## config.mk

```make
export PLATFORM = sky130hd
export DESIGN_NAME = tap_port
export DESIGN_NICKNAME = d
export VERILOG_FILES = /design/src/rtl/tap_port.v
export VERILOG_INCLUDE_DIRS = /design/src /design/src/rtl
export SDC_FILE = /design/constraint.sdc
export NUM_CORES = 1
export LEC_CHECK = 0
export BUFFER_PORTS_ARGS = -buffer_cell sky130_fd_sc_hd__buf_2
export CORE_MARGIN = 5
export CORE_UTILIZATION = 25
export DETAILED_ROUTE_END_ITERATION = 8
export GPL_TIMING_DRIVEN = 0
export PLACE_DENSITY_LB_ADDON = 0.2
export SYNTH_ARGS = -nofsm -noshare
export SYNTH_HDL_FRONTEND = slang
export SYNTH_SLANG_ARGS = --single-unit
```

## constraint.sdc

```tcl
create_clock -name clk_i -period 3.34 [get_ports clk_i]
set_clock_uncertainty 0.15 [all_clocks]
set_input_delay 0.668 -clock clk_i [delete_from_list [all_inputs] [get_ports clk_i]]
set_output_delay 0.668 -clock clk_i [all_outputs]
set_load 0.02 [all_outputs]
```

## src/rtl/tap_port_consts.vh

```
/*
 * Constants for the boundary-scan test access port: controller state codes,
 * instruction codes, register widths and the identification code.
 * Assumes it is included by bare name from the design file.
 */
`ifndef TAP_PORT_CONSTS_VH
`define TAP_PORT_CONSTS_VH

// ==========================================================
// controller states
`define ST_RESET      4'h0
`define ST_IDLE       4'h1
`define ST_SEL_DR     4'h2
`define ST_CAP_DR     4'h3
`define ST_SHIFT_DR   4'h4
`define ST_EXIT1_DR   4'h5
`define ST_PAUSE_DR   4'h6
`define ST_EXIT2_DR   4'h7
`define ST_UPD_DR     4'h8
`define ST_SEL_IR     4'h9
`define ST_CAP_IR     4'hA
`define ST_SHIFT_IR   4'hB
`define ST_EXIT1_IR   4'hC
`define ST_PAUSE_IR   4'hD
`define ST_EXIT2_IR   4'hE
`define ST_UPD_IR     4'hF

// ==========================================================
// instructions and widths
`define IR_W          3
`define INS_EXTEST    3'h0
`define INS_IDENT     3'h1
`define INS_SAMPLE_Z  3'h2
`define INS_SAMPLE    3'h4
`define INS_BYPASS    3'h7
`define IR_CAPTURE    3'h1
`define ID_W          32
// identification code: arbitrary neutral value
`define ID_CODE       32'h0000_0001
`define BSR_W         8
`define FIFO_DEPTH    8

`endif

```

## src/rtl/tap_port.v

```verilog
/*
 * Boundary-scan test access port with a small boundary register and an
 * output FIFO of shifted-in data words. Assumes the test clock, mode
 * select and serial input are asynchronous pins sampled by clk_i
 * (20 MHz); the pin pull-ups are not modelled.
 */
`timescale 1ns/1ps
`include "tap_port_consts.vh"

// ==========================================================
// fifo of shifted data-register words
module scan_fifo #(
  parameter WIDTH = 8,
  parameter DEPTH = 8,
  parameter AW    = 3
) (
  input  wire             clk_i,    // system clock
  input  wire             sys_rst_i,// async reset
  input  wire [WIDTH-1:0] in_data_i,// write data
  input  wire             in_valid_i,// write valid
  output wire             in_ready_o,// not full
  output reg  [WIDTH-1:0] out_data_o,// head word
  output wire             out_valid_o,// not empty
  input  wire             out_ready_i // drain
);
  reg [WIDTH-1:0] mem_q [0:DEPTH-1];
  reg [AW:0]      wr_q;
  reg [AW:0]      rd_q;
  wire            full  = (wr_q[AW] != rd_q[AW]) &&
                          (wr_q[AW-1:0] == rd_q[AW-1:0]);
  wire            empty = (wr_q == rd_q);
  wire            push  = in_valid_i && !full;
  wire            pop   = out_valid_o && out_ready_i;

  assign in_ready_o  = !full;
  assign out_valid_o = !empty;

  // data array written without reset
  always @(posedge clk_i) begin
    if (push) begin
      mem_q[wr_q[AW-1:0]] <= in_data_i;
    end
  end

  // pointers with wrap bit for honest full and empty
  always @(posedge clk_i or posedge sys_rst_i) begin
    if (sys_rst_i) begin
      wr_q <= {(AW+1){1'b0}};
      rd_q <= {(AW+1){1'b0}};
    end else begin
      if (push) wr_q <= wr_q + 1'b1;
      if (pop)  rd_q <= rd_q + 1'b1;
    end
  end

  // head word presented combinationally from the array
  always @* begin
    out_data_o = mem_q[rd_q[AW-1:0]];
  end
endmodule // scan_fifo

// ==========================================================
// test access port
module tap_port (
  input  wire                clk_i,      // system clock, 20 MHz
  input  wire                sys_rst_i,  // async reset, power-up
  input  wire                tck_i,      // test clock pin
  input  wire                tms_i,      // mode select pin
  input  wire                tdi_i,      // serial data in pin
  output reg                 tdo_o,      // serial data out
  output reg                 tdo_oe_n_o, // low while tdo driven
  input  wire [`BSR_W-1:0]   ring_i,     // pin ring sample
  output reg  [`BSR_W-1:0]   ring_o,     // preload outputs
  output reg                 out_hiz_o,  // float memory outputs
  output wire [`BSR_W-1:0]   word_o,     // fifo head word
  output wire                word_valid_o,// fifo not empty
  input  wire                word_ready_i,// fifo drain
  output reg  [`IR_W-1:0]    ir_o        // active instruction
);
  reg [2:0]          tck_s_q;
  reg [1:0]          tms_s_q;
  reg [1:0]          tdi_s_q;
  reg [3:0]          st_q;
  reg [3:0]          st_d;
  reg [`IR_W-1:0]    irs_q;
  reg [`ID_W-1:0]    dr_q;
  reg [`BSR_W-1:0]   bsr_q;
  reg [2:0]          bcnt_q;
  reg                bsr_full_q;
  wire               fifo_rdy;
  wire               tck_rise = tck_s_q[1] && !tck_s_q[2];
  wire               tck_fall = !tck_s_q[1] && tck_s_q[2];
  wire               tms      = tms_s_q[1];
  wire               tdi      = tdi_s_q[1];
  // bsr shifts do not stall when fifo is full and a word is due
  wire               bsr_sel  = (ir_o == `INS_EXTEST) ||
                                (ir_o == `INS_SAMPLE) ||
                                (ir_o == `INS_SAMPLE_Z);

  // two-flop synchronisers; third tck flop only for edge detect
  always @(posedge clk_i or posedge sys_rst_i) begin
    if (sys_rst_i) begin
      tck_s_q <= 3'h0;
      tms_s_q <= 2'h3;
      tdi_s_q <= 2'h3;
    end else begin
      tck_s_q <= {tck_s_q[1:0], tck_i};
      tms_s_q <= {tms_s_q[0], tms_i};
      tdi_s_q <= {tdi_s_q[0], tdi_i};
    end
  end

  // standard state graph; five highs always reach reset
  always @* begin
    case (st_q)
      `ST_RESET:    st_d = tms ? `ST_RESET   : `ST_IDLE;
      `ST_IDLE:     st_d = tms ? `ST_SEL_DR  : `ST_IDLE;
      `ST_SEL_DR:   st_d = tms ? `ST_SEL_IR  : `ST_CAP_DR;
      `ST_CAP_DR:   st_d = tms ? `ST_EXIT1_DR: `ST_SHIFT_DR;
      `ST_SHIFT_DR: st_d = tms ? `ST_EXIT1_DR: `ST_SHIFT_DR;
      `ST_EXIT1_DR: st_d = tms ? `ST_UPD_DR  : `ST_PAUSE_DR;
      `ST_PAUSE_DR: st_d = tms ? `ST_EXIT2_DR: `ST_PAUSE_DR;
      `ST_EXIT2_DR: st_d = tms ? `ST_UPD_DR  : `ST_SHIFT_DR;
      `ST_UPD_DR:   st_d = tms ? `ST_SEL_DR  : `ST_IDLE;
      `ST_SEL_IR:   st_d = tms ? `ST_RESET   : `ST_CAP_IR;
      `ST_CAP_IR:   st_d = tms ? `ST_EXIT1_IR: `ST_SHIFT_IR;
      `ST_SHIFT_IR: st_d = tms ? `ST_EXIT1_IR: `ST_SHIFT_IR;
      `ST_EXIT1_IR: st_d = tms ? `ST_UPD_IR  : `ST_PAUSE_IR;
      `ST_PAUSE_IR: st_d = tms ? `ST_EXIT2_IR: `ST_PAUSE_IR;
      `ST_EXIT2_IR: st_d = tms ? `ST_UPD_IR  : `ST_SHIFT_IR;
      `ST_UPD_IR:   st_d = tms ? `ST_SEL_DR  : `ST_IDLE;
      default:      st_d = `ST_RESET;
    endcase
  end

  // rising-edge work: state, capture, shift, update
  always @(posedge clk_i or posedge sys_rst_i) begin
    if (sys_rst_i) begin
      st_q       <= `ST_RESET;
      ir_o       <= `INS_IDENT;
      irs_q      <= {`IR_W{1'b0}};
      dr_q       <= {`ID_W{1'b0}};
      bsr_q      <= {`BSR_W{1'b0}};
      ring_o     <= {`BSR_W{1'b0}};
      bcnt_q     <= 3'h0;
      bsr_full_q <= 1'b0;
    end else begin
      if (bsr_full_q && fifo_rdy) begin
        bsr_full_q <= 1'b0;
      end
      if (tck_rise) begin
        st_q <= st_d;
        case (st_q)
          `ST_RESET:    ir_o <= `INS_IDENT;
          `ST_CAP_IR:   irs_q <= `IR_CAPTURE;
          `ST_SHIFT_IR: irs_q <= {tdi, irs_q[`IR_W-1:1]};
          `ST_UPD_IR:   ir_o <= irs_q;
          `ST_CAP_DR: begin
            if (ir_o == `INS_IDENT) begin
              dr_q <= `ID_CODE;
            end else if (bsr_sel) begin
              bsr_q  <= ring_i;
              bcnt_q <= 3'h0;
            end else begin
              dr_q[0] <= 1'b0; // bypass captures zero
            end
          end
          `ST_SHIFT_DR: begin
            if (ir_o == `INS_IDENT) begin
              dr_q <= {tdi, dr_q[`ID_W-1:1]};
            end else if (bsr_sel) begin
              bsr_q  <= {tdi, bsr_q[`BSR_W-1:1]};
              bcnt_q <= bcnt_q + 1'b1;
              // a full word goes to the fifo; held pending while it is full
              if (bcnt_q == 3'h7) bsr_full_q <= 1'b1;
            end else begin
              dr_q[0] <= tdi; // single-bit bypass
            end
          end
          `ST_UPD_DR: begin
            if (bsr_sel && ir_o != `INS_SAMPLE_Z) ring_o <= bsr_q;
          end
          default: ;
        endcase
      end
    end
  end

  // memory outputs floated under sample-z or extest with cell low
  always @* begin
    out_hiz_o = (ir_o == `INS_SAMPLE_Z) ||
                ((ir_o == `INS_EXTEST) && !ring_o[`BSR_W-1]);
  end

  // falling-edge output update from the selected LSB
  always @(posedge clk_i or posedge sys_rst_i) begin
    if (sys_rst_i) begin
      tdo_o      <= 1'b0;
      tdo_oe_n_o <= 1'b1;
    end else if (tck_fall) begin
      tdo_oe_n_o <= !(st_q == `ST_SHIFT_IR ||
                      st_q == `ST_SHIFT_DR);
      if (st_q == `ST_SHIFT_IR) begin
        tdo_o <= irs_q[0];
      end else if (bsr_sel) begin
        tdo_o <= bsr_q[0];
      end else begin
        tdo_o <= dr_q[0];
      end
    end
  end

  // fifo of completed boundary words for the system side
  scan_fifo #(
    .WIDTH (`BSR_W),
    .DEPTH (`FIFO_DEPTH),
    .AW    (3)
  ) u_fifo (
    .clk_i       (clk_i),
    .sys_rst_i   (sys_rst_i),
    .in_data_i   (bsr_q),
    .in_valid_i  (bsr_full_q),
    .in_ready_o  (fifo_rdy),
    .out_data_o  (word_o),
    .out_valid_o (word_valid_o),
    .out_ready_i (word_ready_i)
  );
endmodule // tap_port

```

==> results.cfg, run 1 <==
[timing]
setup_violations = 0
drv_slew = 0
min_period_ns = 3.07
setup_ws_ns = 0.270
tightest_slew_ns = 0.894
relSlewSlack_pct = 40.2
rsz0062_at_grt = no
post-route-period-util_pct = 91.9
hold_viol = 0
fmax_mhz = 326

[clocking]
numCtsBuffers = 17
clockBufferDepth = 2
postCtsHoldBufs = 1
post_cts_resized = 0
tritoncts = built
cts.reportedPaths.clkPinSlew_ns = 0.06
cts_root_buf = clkbuf_16
h-tree-depth = 4
cts_sinks = 143
cts_setup_buffers = 0
insertion_delay_ns = 0.42

[global_route]
grt_pass1_vias = 3829
grt_max_degree = 72
grt_pass1_wl_mm = 20.9
gr-usage-met1_pct = 13.4
grt_overflow = 0
globalRouteTotalUtil_pct = 10.1
busiest_layer = met2
grt_use_met3_pct = 2.80
antenna_found_initial = 0
grtUsageMet2_pct = 15.9

[yosys]
yosysTopAreaCell = edfxtp_1
synth_edf_count = 64
async_flop_share_pct = 55.2
postSynthCellCount = 463
synth_compound_area_share_pct = 7.81
synthDistinctLibCells = 45
synth_xor_area_share_pct = 1.16
synth_seq_cells = 143
yosysTopAreaCellShare_pct = 31.9
synth_top_flop_cell = dfrtp_1
yosysWarningCount = 0
synthesis.nets = 481
synth_top_family_by_area = multiplexers
synthSimpleGateAreaFrac_pct = 11.2
muxShareOfSynthArea_pct = 11.4
syn_area_um2 = 6030
synthAdderAreaFrac_pct = 0.831
seq_area_frac_synth_pct = 64.8
avgSynthCellArea_um2 = 13.0
synthTopCellsByArea = edfxtp_1 (32%), dfrtp_1 (30%), mux4_2 (6.0%)

[power_and_ir_drop]
clkPwrFrac_pct = 41.3
p_sw_share_pct = 27.7
p_switching_uw = 1360
powerDensity_nw_per_um2 = 669
comb_power_share_pct = 14.2
vdd_drop_max_uv = 376
seq_power_share_pct = 44.5
leakagePower_uw = 0.00283
internal_power_uw = 3550

[cells_and_area]
drive_gt1_share_pct = 26.6
areaGrowthSynthToFinish_pct = 21.9
nets = 542
diodes = 0
post-route-util_pct = 31.1
fin_cells = 856

[setup_path]
critPathSlowestCell = mux4_2
max_stage_delay_ns = 0.52
crit_required_ns = 2.52
cp_max_fo = 10
worst-setup-path-type = reg -> out
start_kind = flop
crit_path_frequent_cell = buf_4
r2r_slack_ns = 0.81
cp_cell_sequence = buf_4 -> buf_4 -> mux4_2 -> mux2_2 -> buf_2
r2r_cells = 6
worstSetupPathDepth = 5
arrival_ns = 2.25
cpLargestDelayFamily = multiplexers
critPathCaptureType = primary output
cp_num_buf_inv = 3

[place]
dp_hpwl_mm = 8.73
port_buffers = 36
gp_congestion = 0.749
dp_slack_ns = 0.652
dp_cells = 823

[min_path]
hold_depth = 1
hp-class = in -> reg

[floorplan]
fp.coreArea_um2 = 23600
initial_utilization_pct = 25.5
ios = 37
die_h_um = 165
dieArea_um2 = 27300
die_w_um = 165
fp-row-count = 56

[drt]
routedWlPerCell_um = 15.0
drcViolationCount = 0
viasPerCell = 4.34
postRouteAntennaNets = 0
drtIter0Drc = 240
drt-total-wl_mm = 12.8
drtPass1Iterations = 4
route.vias.total = 3713

[outcome]
outcome = finished clean

[run]
cap_violations = 0
==> synthesized netlist by cell type, drive strengths merged, types with 2 or more instances <==
cell type,instances
nor4,3
ha,4
a21oi,10
a311oi,2
nor3b,3
nand4,6
o211ai,3
buf,16
clkbuf,13
nor3,4
and3,2
nor4b,3
mux2,20
dfrtp,73
o311ai,2
inv,6
mux4,16
mux2i,10
xnor2,7
nor2,13
edfxtp,64
nand2b,5
dfstp,6
nand3,4
o21ai,51
nor2b,5
nand2,95
a31oi,2
a22o,4
==> path summary, 6_finish.rpt <==
| path | start | to |
|---|---|---|
| max reg2reg | u_fifo.wr_q[0]$_DFFE_PP0P_ | u_fifo.mem_q[1][6]$_DFFE_PP_ |
| max | u_fifo.rd_q[0]$_DFFE_PP0P_ | word_o[5] |
| min reg2reg | tck_s_q[0]$_DFF_PP0_ | tck_s_q[1]$_DFF_PP0_ |
| min in group asynchronous | sys_rst_i | bsr_q[3]$_DFFE_PP0P_ |
| min | tms_i | tms_s_q[0]$_DFF_PP1_ |
| max in group asynchronous | sys_rst_i | tms_s_q[0]$_DFF_PP1_ |
==> power groups by stage <==
| stage | logic (uW) | registers, uW | clock network (uW) |
|---|---|---|---|
| floorplan | 489 | 2190 | 0 |
| global placement | 689 | 2210 | 0 |
| detailed placement | 707 | 2220 | 0 |
| CTS | 709 | 2190 | 2080 |
| global route | 786 | 2210 | 2160 |
| finish | 698 | 2190 | 2030 |
==> registers in the layout, summed over array words and instances (netlist names) <==
name / cells
u_fifo.mem_q: 64
bsr_full_q: 1
irs_q: 3
tdo_oe_n_o: 1
st_q: 4
u_fifo.wr_q: 4
tck_s_q: 3
ir_o: 3
tdi_s_q: 2
dr_q: 32
tdo_o: 1
u_fifo.rd_q: 4
ring_o: 8
bsr_q: 8
bcnt_q: 3
tms_s_q: 2
==> area by class of cell <==
cell class,count,area (um2)
fill,2386,16300
clock inverter,14,204
inverter,6,25.0
sequential,143,3910
buffer,29,148
timing repair buffer,42,248
tap,319,399
multi-input combinational,285,1990
clock buffer,18,429
==> stage by stage <==
stage / power [uW] / cell area (um2) / setup TNS (ns) / hold slack [ns]
5_1_grt: 5170 / 7350 / 0 / 0.174
2_1_floorplan: 2680 / 6030 / 0 / 0.181
4_1_cts: 4980 / 7350 / 0 / 0.174
6_report: 4920 / 7350 / 0 / 0.192
3_5_place_dp: 2930 / 6710 / 0 / 0.186
3_3_place_gp: 2900 / 6610 / -38.58 / 0.184
==> cells in the final DEF, fill, tap and decap left out, drive strengths merged, types with 7 or more instances in the layout <==
cell	netlist	layout
a21oi	10	10
edfxtp	64	64
o21ai	51	51
mux2i	10	10
nand2	95	95
buf	16	57
clkbuf	13	31
inv	6	12
mux4	16	16
xnor2	7	7
dfrtp	73	73
mux2	20	20
nor2	13	13
==> cells by family (layout without fill, tap and decap cells) <==
group / count (synthesis) / after routing
XOR/XNOR: 8 / 8
buffers and inverters: 35 / 109
AND/OR/NAND/NOR: 147 / 147
AO/OA/AOI/OAI: 80 / 80
multiplexers: 46 / 46
adder cells (fa/ha/maj): 4 / 4
flip-flops: 143 / 143
==> routing by layer <==
| layer | share of wire (%) | vias up | wire length, um |
|---|---|---|---|
| met4 | 1.3 | 0 | 164 |
| met3 | 3.9 | 16 | 505 |
| met2 | 48 | 52 | 6120 |
| met5 | 0 | - | 0 |
| li1 | - | 1801 | - |
| met1 | 47 | 1844 | 6040 |
Power figures use the tool's default switching activity.
==> inputs of run 2 (changes only) <==
--- a/config.mk
+++ b/config.mk
@@ -14,4 +14,5 @@
 export PLACE_DENSITY_LB_ADDON = 0.2
 export SYNTH_ARGS = -nofsm -noshare
 export SYNTH_HDL_FRONTEND = slang
+export SYNTH_HIERARCHICAL = 1
 export SYNTH_SLANG_ARGS = --single-unit
==> run 2 against run 1 <==
  * Final cell count grew 1.2%
  * Combinational power shrank 2%
  * Sequential cell count is the same
  * Non-clock buffer count shrank 2
  * Count of clock-buffer cells in the layout grew 1
  * Critical path depth is the same
  * Utilization shrank 0.51 points
  * Critical endpoint is now word_o[6]
==> results.cfg, run 2 <==
[timing]
tns_ns = 0
tightest_slew_ns = 1.23
min_period_ns = 3.10
post-route-period-util_pct = 92.8
setup_violations = 0
drv_slew = 0
relSlewSlack_pct = 17.3
hold_ws_ns = 0.197
rsz0062_at_grt = no
hold_viol = 0
fmax_mhz = 323

[yosys]
synth_top_flop_cell = dfrtp_1
synth_commonest_cells = nand2_1 (91), dfrtp_1 (73), edfxtp_1 (64), o21ai_0 (34), mux2_2 (19)
synthAdderAreaFrac_pct = 0.807
postSynthCellCount = 471
async_flop_share_pct = 55.2
synthesis.nets = 489
yosysMostFrequentCell = nand2_1
synth_compound_area_share_pct = 9.26
muxShareOfSynthArea_pct = 11.1
syn_area_um2 = 6200
yosysWarningCount = 6
synthSimpleGateAreaFrac_pct = 10.6
synth_xor_area_share_pct = 2.06
yosysTopAreaCell = edfxtp_1
avgSynthCellArea_um2 = 13.2
yosysTopAreaCellShare_pct = 31.0
seq_area_frac_synth_pct = 63.0
synthDistinctLibCells = 57
synth_seq_cells = 143
synthTopCellsByArea = edfxtp_1 (31%), dfrtp_1 (29%), mux4_2 (5.8%)
synth_top_family_by_area = multiplexers
synth_edf_count = 64

[power_and_ir_drop]
vdd_drop_max_uv = 313
powerDensity_nw_per_um2 = 652
leakagePower_uw = 0.00289

[setup_path]
cp_cell_sequence = buf_2 -> buf_2 -> mux4_2 -> mux2_2 -> buf_2
critPathCaptureType = primary output
start_kind = flop
crit_path_frequent_cell = buf_2
arrival_ns = 2.28
cp_max_fo = 10
worstSetupPathDepth = 5
r2r_cells = 3
cpLargestDelayFamily = buffers and inverters
critPathSlowestCell = dfrtp_1
crit_required_ns = 2.52
max_stage_delay_ns = 0.41
worst-setup-path-type = reg -> out
cp_num_buf_inv = 3

[cells_and_area]
drive_gt1_share_pct = 27.3
nets = 547
largest_reg_flops = 64
final_common_cell = nand2_1
post-route-util_pct = 30.6
areaGrowthSynthToFinish_pct = 20.4
fin_cells = 866
design_area_um2 = 7470
final_cell_mix = nand2_1 (91), dfrtp_1 (73), edfxtp_1 (64)
diodes = 0

[clocking]
numCtsBuffers = 17
insertion_delay_ns = 0.41
cts_root_buf = clkbuf_16
h-tree-depth = 4
tritoncts = built
cts_setup_buffers = 0
cts.reportedPaths.clkPinSlew_ns = 0.06
clockBufferDepth = 2
cts_sinks = 143

[drt]
postRouteAntennaNets = 0
drcViolationCount = 0
drtIter0Drc = 233
viasPerCell = 4.37
route.vias.total = 3783
routedWlPerCell_um = 15.6
drtPass1Iterations = 4
drt-total-wl_mm = 13.5

[floorplan]
ios = 37
fp.coreArea_um2 = 24400
fp-row-count = 57
dieArea_um2 = 28100
die_w_um = 168
initial_utilization_pct = 25.4
die_h_um = 168

[global_route]
grt_pass1_wl_mm = 21.9
grt_pass1_vias = 3973
grt_max_degree = 71
globalRouteTotalUtil_pct = 10.1
grt_overflow = 0
antenna_found_initial = 0

[min_path]
hold_depth = 0
hp-class = reg -> reg

[place]
port_buffers = 36
dp_hpwl_mm = 9.17
dp_cells = 833
placed_area_um2 = 6840
gp_congestion = 0.733

[outcome]
outcome = finished clean

[run]
cap_violations = 0
## run 2: what timing repair did
action                    4_1_cts  5_1_grt
hold buffers                    1        0
hold endpoints to repair        1        0
gates resized for setup         0        0
## run 2: cell type report
cell class	count	area (um2)
fillers	2491	16900
flip-flops and latches	143	3910
multi-input cells	289	2120
clock buffers	19	443
well taps	324	405
repair buffers	39	225
clock inverters	13	170
plain buffers	30	161
inverters	9	36.3
## run 2: final timing paths
check / from / endpoint / slack (ns)
setup / recovery: u_fifo/rd_q[1]$_DFFE_PP0P_ / word_o[6] / 0.24
hold / removal: tck_s_q[0]$_DFF_PP0_ / tck_s_q[1]$_DFF_PP0_ / 0.20
setup reg to reg: u_fifo/rd_q[3]$_DFFE_PP0P_ / u_fifo/mem_q[0][4]$_DFFE_PP_ / 0.58
hold reg to reg: tck_s_q[0]$_DFF_PP0_ / tck_s_q[1]$_DFF_PP0_ / 0.20
max in group asynchronous: sys_rst_i / tms_s_q[0]$_DFF_PP1_ / 1.95
min in group asynchronous: sys_rst_i / bsr_full_q$_DFF_PP0_ / 0.53
## run 2: logic make-up after synthesis
family / Yosys count
multiplexers: 46
AO/OA/AOI/OAI: 86
XOR/XNOR: 12
buffers and inverters: 39
AND/OR/NAND/NOR: 141
flip-flops: 143
adder cells (fa/ha/maj): 4
## run 2: worst register-to-register path: stages (launching register included)
cell and delay (ns):
dfrtp_1 0.44, xnor2_1 0.62, o41ai_2 0.20, nor3_1 0.96
## run 2: report_power, final
part           internal [uW]  switching [uW]  leakage, uW
registers               2050             173      0.00160
clock network           1260             702     0.000294
logic                    258             425      0.00100
total                   3570            1300      0.00289
## run 2: through the flow
stage	power, uW	setup WS, ns
6_report	4870	0.240
4_1_cts	4950	0.187
3_3_place_gp	2930	-0.299
5_1_grt	5130	0.104
2_1_floorplan	2700	0.735
3_5_place_dp	2960	0.528
## run 2: routing by layer
| metal | part of all wire, % | vias to the layer above | GRT usage, % |
|---|---|---|---|
| li1 | - | 1831 | - |
| met1 | 48 | 1876 | 13.1 |
| met2 | 48 | 66 | 16.3 |
| met3 | 2.6 | 10 | 2.99 |
| met4 | 0.92 | 0 | 2.86 |
| met5 | 0 | - | 0 |
==> inputs of run 3 (changes only) <==
--- a/config.mk
+++ b/config.mk
@@ -12,6 +12,7 @@
 export DETAILED_ROUTE_END_ITERATION = 8
 export GPL_TIMING_DRIVEN = 0
 export PLACE_DENSITY_LB_ADDON = 0.2
+export SETUP_SLACK_MARGIN = 0.5
 export SYNTH_ARGS = -nofsm -noshare
 export SYNTH_HDL_FRONTEND = slang
 export SYNTH_HIERARCHICAL = 1
==> run 3 against run 2 <==
  * Via count rose by 0.58%
  * Global-route usage barely moved
  * Register-to-register slack improved by 0.21 ns
  * Total power did not move
  * Combinational power barely moved
==> results.cfg, run 3 (synthesis results as in run 2) <==
[cells_and_area]
largest_reg_flops = 64
drive_gt1_share_pct = 27.8
final_cell_mix = nand2_1 (91), dfrtp_1 (72), edfxtp_1 (64)
fin_cells = 867
final_common_cell = nand2_1
diodes = 0
areaGrowthSynthToFinish_pct = 21.0
nets = 548

[setup_path]
critPathSlowestCell = mux4_2
cp_num_buf_inv = 2
cp_max_fo = 10
worst-setup-path-type = reg -> out
crit_required_ns = 2.52
arrival_ns = 2.00
critPathCaptureType = primary output
max_stage_delay_ns = 0.56
cp_cell_sequence = buf_12 -> mux4_2 -> mux2_2 -> buf_2
cpLargestDelayFamily = multiplexers
start_kind = flop

[global_route]
grt_pass1_vias = 3981
grt_overflow = 0
grt_max_degree = 71
antenna_found_initial = 0
grt_pass1_wl_mm = 22.0
globalRouteTotalUtil_pct = 10.1

[power_and_ir_drop]
leakagePower_uw = 0.00291
powerDensity_nw_per_um2 = 648
vdd_drop_max_uv = 314

[drt]
drt-total-wl_mm = 13.6
drcViolationCount = 0
drtIter0Drc = 276
drtPass1Iterations = 4
routedWlPerCell_um = 15.6
route.vias.total = 3805
postRouteAntennaNets = 0
viasPerCell = 4.39

[place]
dp_cells = 833
port_buffers = 36
dp_hpwl_mm = 9.17
gp_congestion = 0.733
dp_slack_ns = 0.528

[timing]
min_period_ns = 2.81
drv_slew = 0
setup_ws_ns = 0.525
rsz0062_at_grt = yes
setup_violations = 0
tns_ns = 0
fmax_mhz = 355
tightest_slew_ns = 0.933
hold_viol = 0
hold_ws_ns = 0.197
relSlewSlack_pct = 37.6
post-route-period-util_pct = 84.3

[run]
cap_violations = 0

[clocking]
numCtsBuffers = 17
h-tree-depth = 4
cts_sinks = 143
insertion_delay_ns = 0.41
tritoncts = built
clockBufferDepth = 2
cts_root_buf = clkbuf_16
cts.reportedPaths.clkPinSlew_ns = 0.06

[floorplan]
die_w_um = 168
dieArea_um2 = 28100
ios = 37
initial_utilization_pct = 25.4
fp-row-count = 57
fp.coreArea_um2 = 24400
die_h_um = 168

[min_path]
hp-class = reg -> reg

[outcome]
outcome = finished clean
## run 3: changes by cell type in the layout (fill, tap and decap cells not counted)
cell,change
buf_6,+1
dfrtp_1,-1
dfrtp_2,+1
nor3_2,+1
buf_8,+1
nor3_1,-1
buf_12,+1
buf_2,-2
## run 3: layout make-up
class | instances | area, um2
Buffer | 30 | 190
Clock buffer | 19 | 443
Clock inverter | 13 | 170
Fill cell | 2488 | 16900
Inverter | 9 | 36.3
Multi-Input combinational cell | 289 | 2120
Sequential cell | 143 | 3910
Tap cell | 324 | 405
Timing Repair Buffer | 40 | 233
## run 3: repair_timing
item | CTS | global route
endpoints found under the setup margin | 16 | 8
hold buffers | 1 | 0
endpoints found under the hold margin | 1 | 0
setup buffers | 0 | 1
resized for setup | 10 | 0
## run 3: through the flow
step | utilization, % | instance area (um2) | total power, uW
3_3_place_gp | 27.8 | 6790 | 2930
6_report | 30.8 | 7510 | 4870
4_1_cts | 30.8 | 7500 | 4950
2_1_floorplan | - | 6200 | 2700
5_1_grt | 30.8 | 7510 | 5130
3_5_place_dp | 28.1 | 6840 | 2960
## run 3: per-layer routing
layer / GRT usage (%) / wire length, um / vias to the layer above / share of wire [%]
li1: - / - / 1831 / -
met1: 13.1 / 6510 / 1898 / 48
met2: 16.4 / 6570 / 66 / 49
met3: 2.99 / 334 / 10 / 2.5
met4: 2.86 / 128 / 0 / 0.94
met5: 0 / 0 / - / 0
## run 3: final timing paths
kind	from	end	slack, ns	cells after the start
worst min-delay path	tck_s_q[0]$_DFF_PP0_	tck_s_q[1]$_DFF_PP0_	0.20	0
worst max-delay path	u_fifo/rd_q[0]$_DFFE_PP0P_	word_o[1]	0.53	4
max in group asynchronous	sys_rst_i	tms_s_q[0]$_DFF_PP1_	1.95	4
worst min register to register	tck_s_q[0]$_DFF_PP0_	tck_s_q[1]$_DFF_PP0_	0.20	0
worst max register to register	u_fifo/rd_q[3]$_DFFE_PP0P_	u_fifo/mem_q[7][7]$_DFFE_PP_	0.79	3
min in group asynchronous	sys_rst_i	bsr_full_q$_DFF_PP0_	0.53	3
## run 3: report_power, final
group	leakage (uW)	total (uW)	switching, uW	internal [uW]
clock	0.000294	1960	703	1260
sequential	0.00159	2220	172	2050
combinational	0.00102	683	425	258
total	0.00291	4870	1300	3570
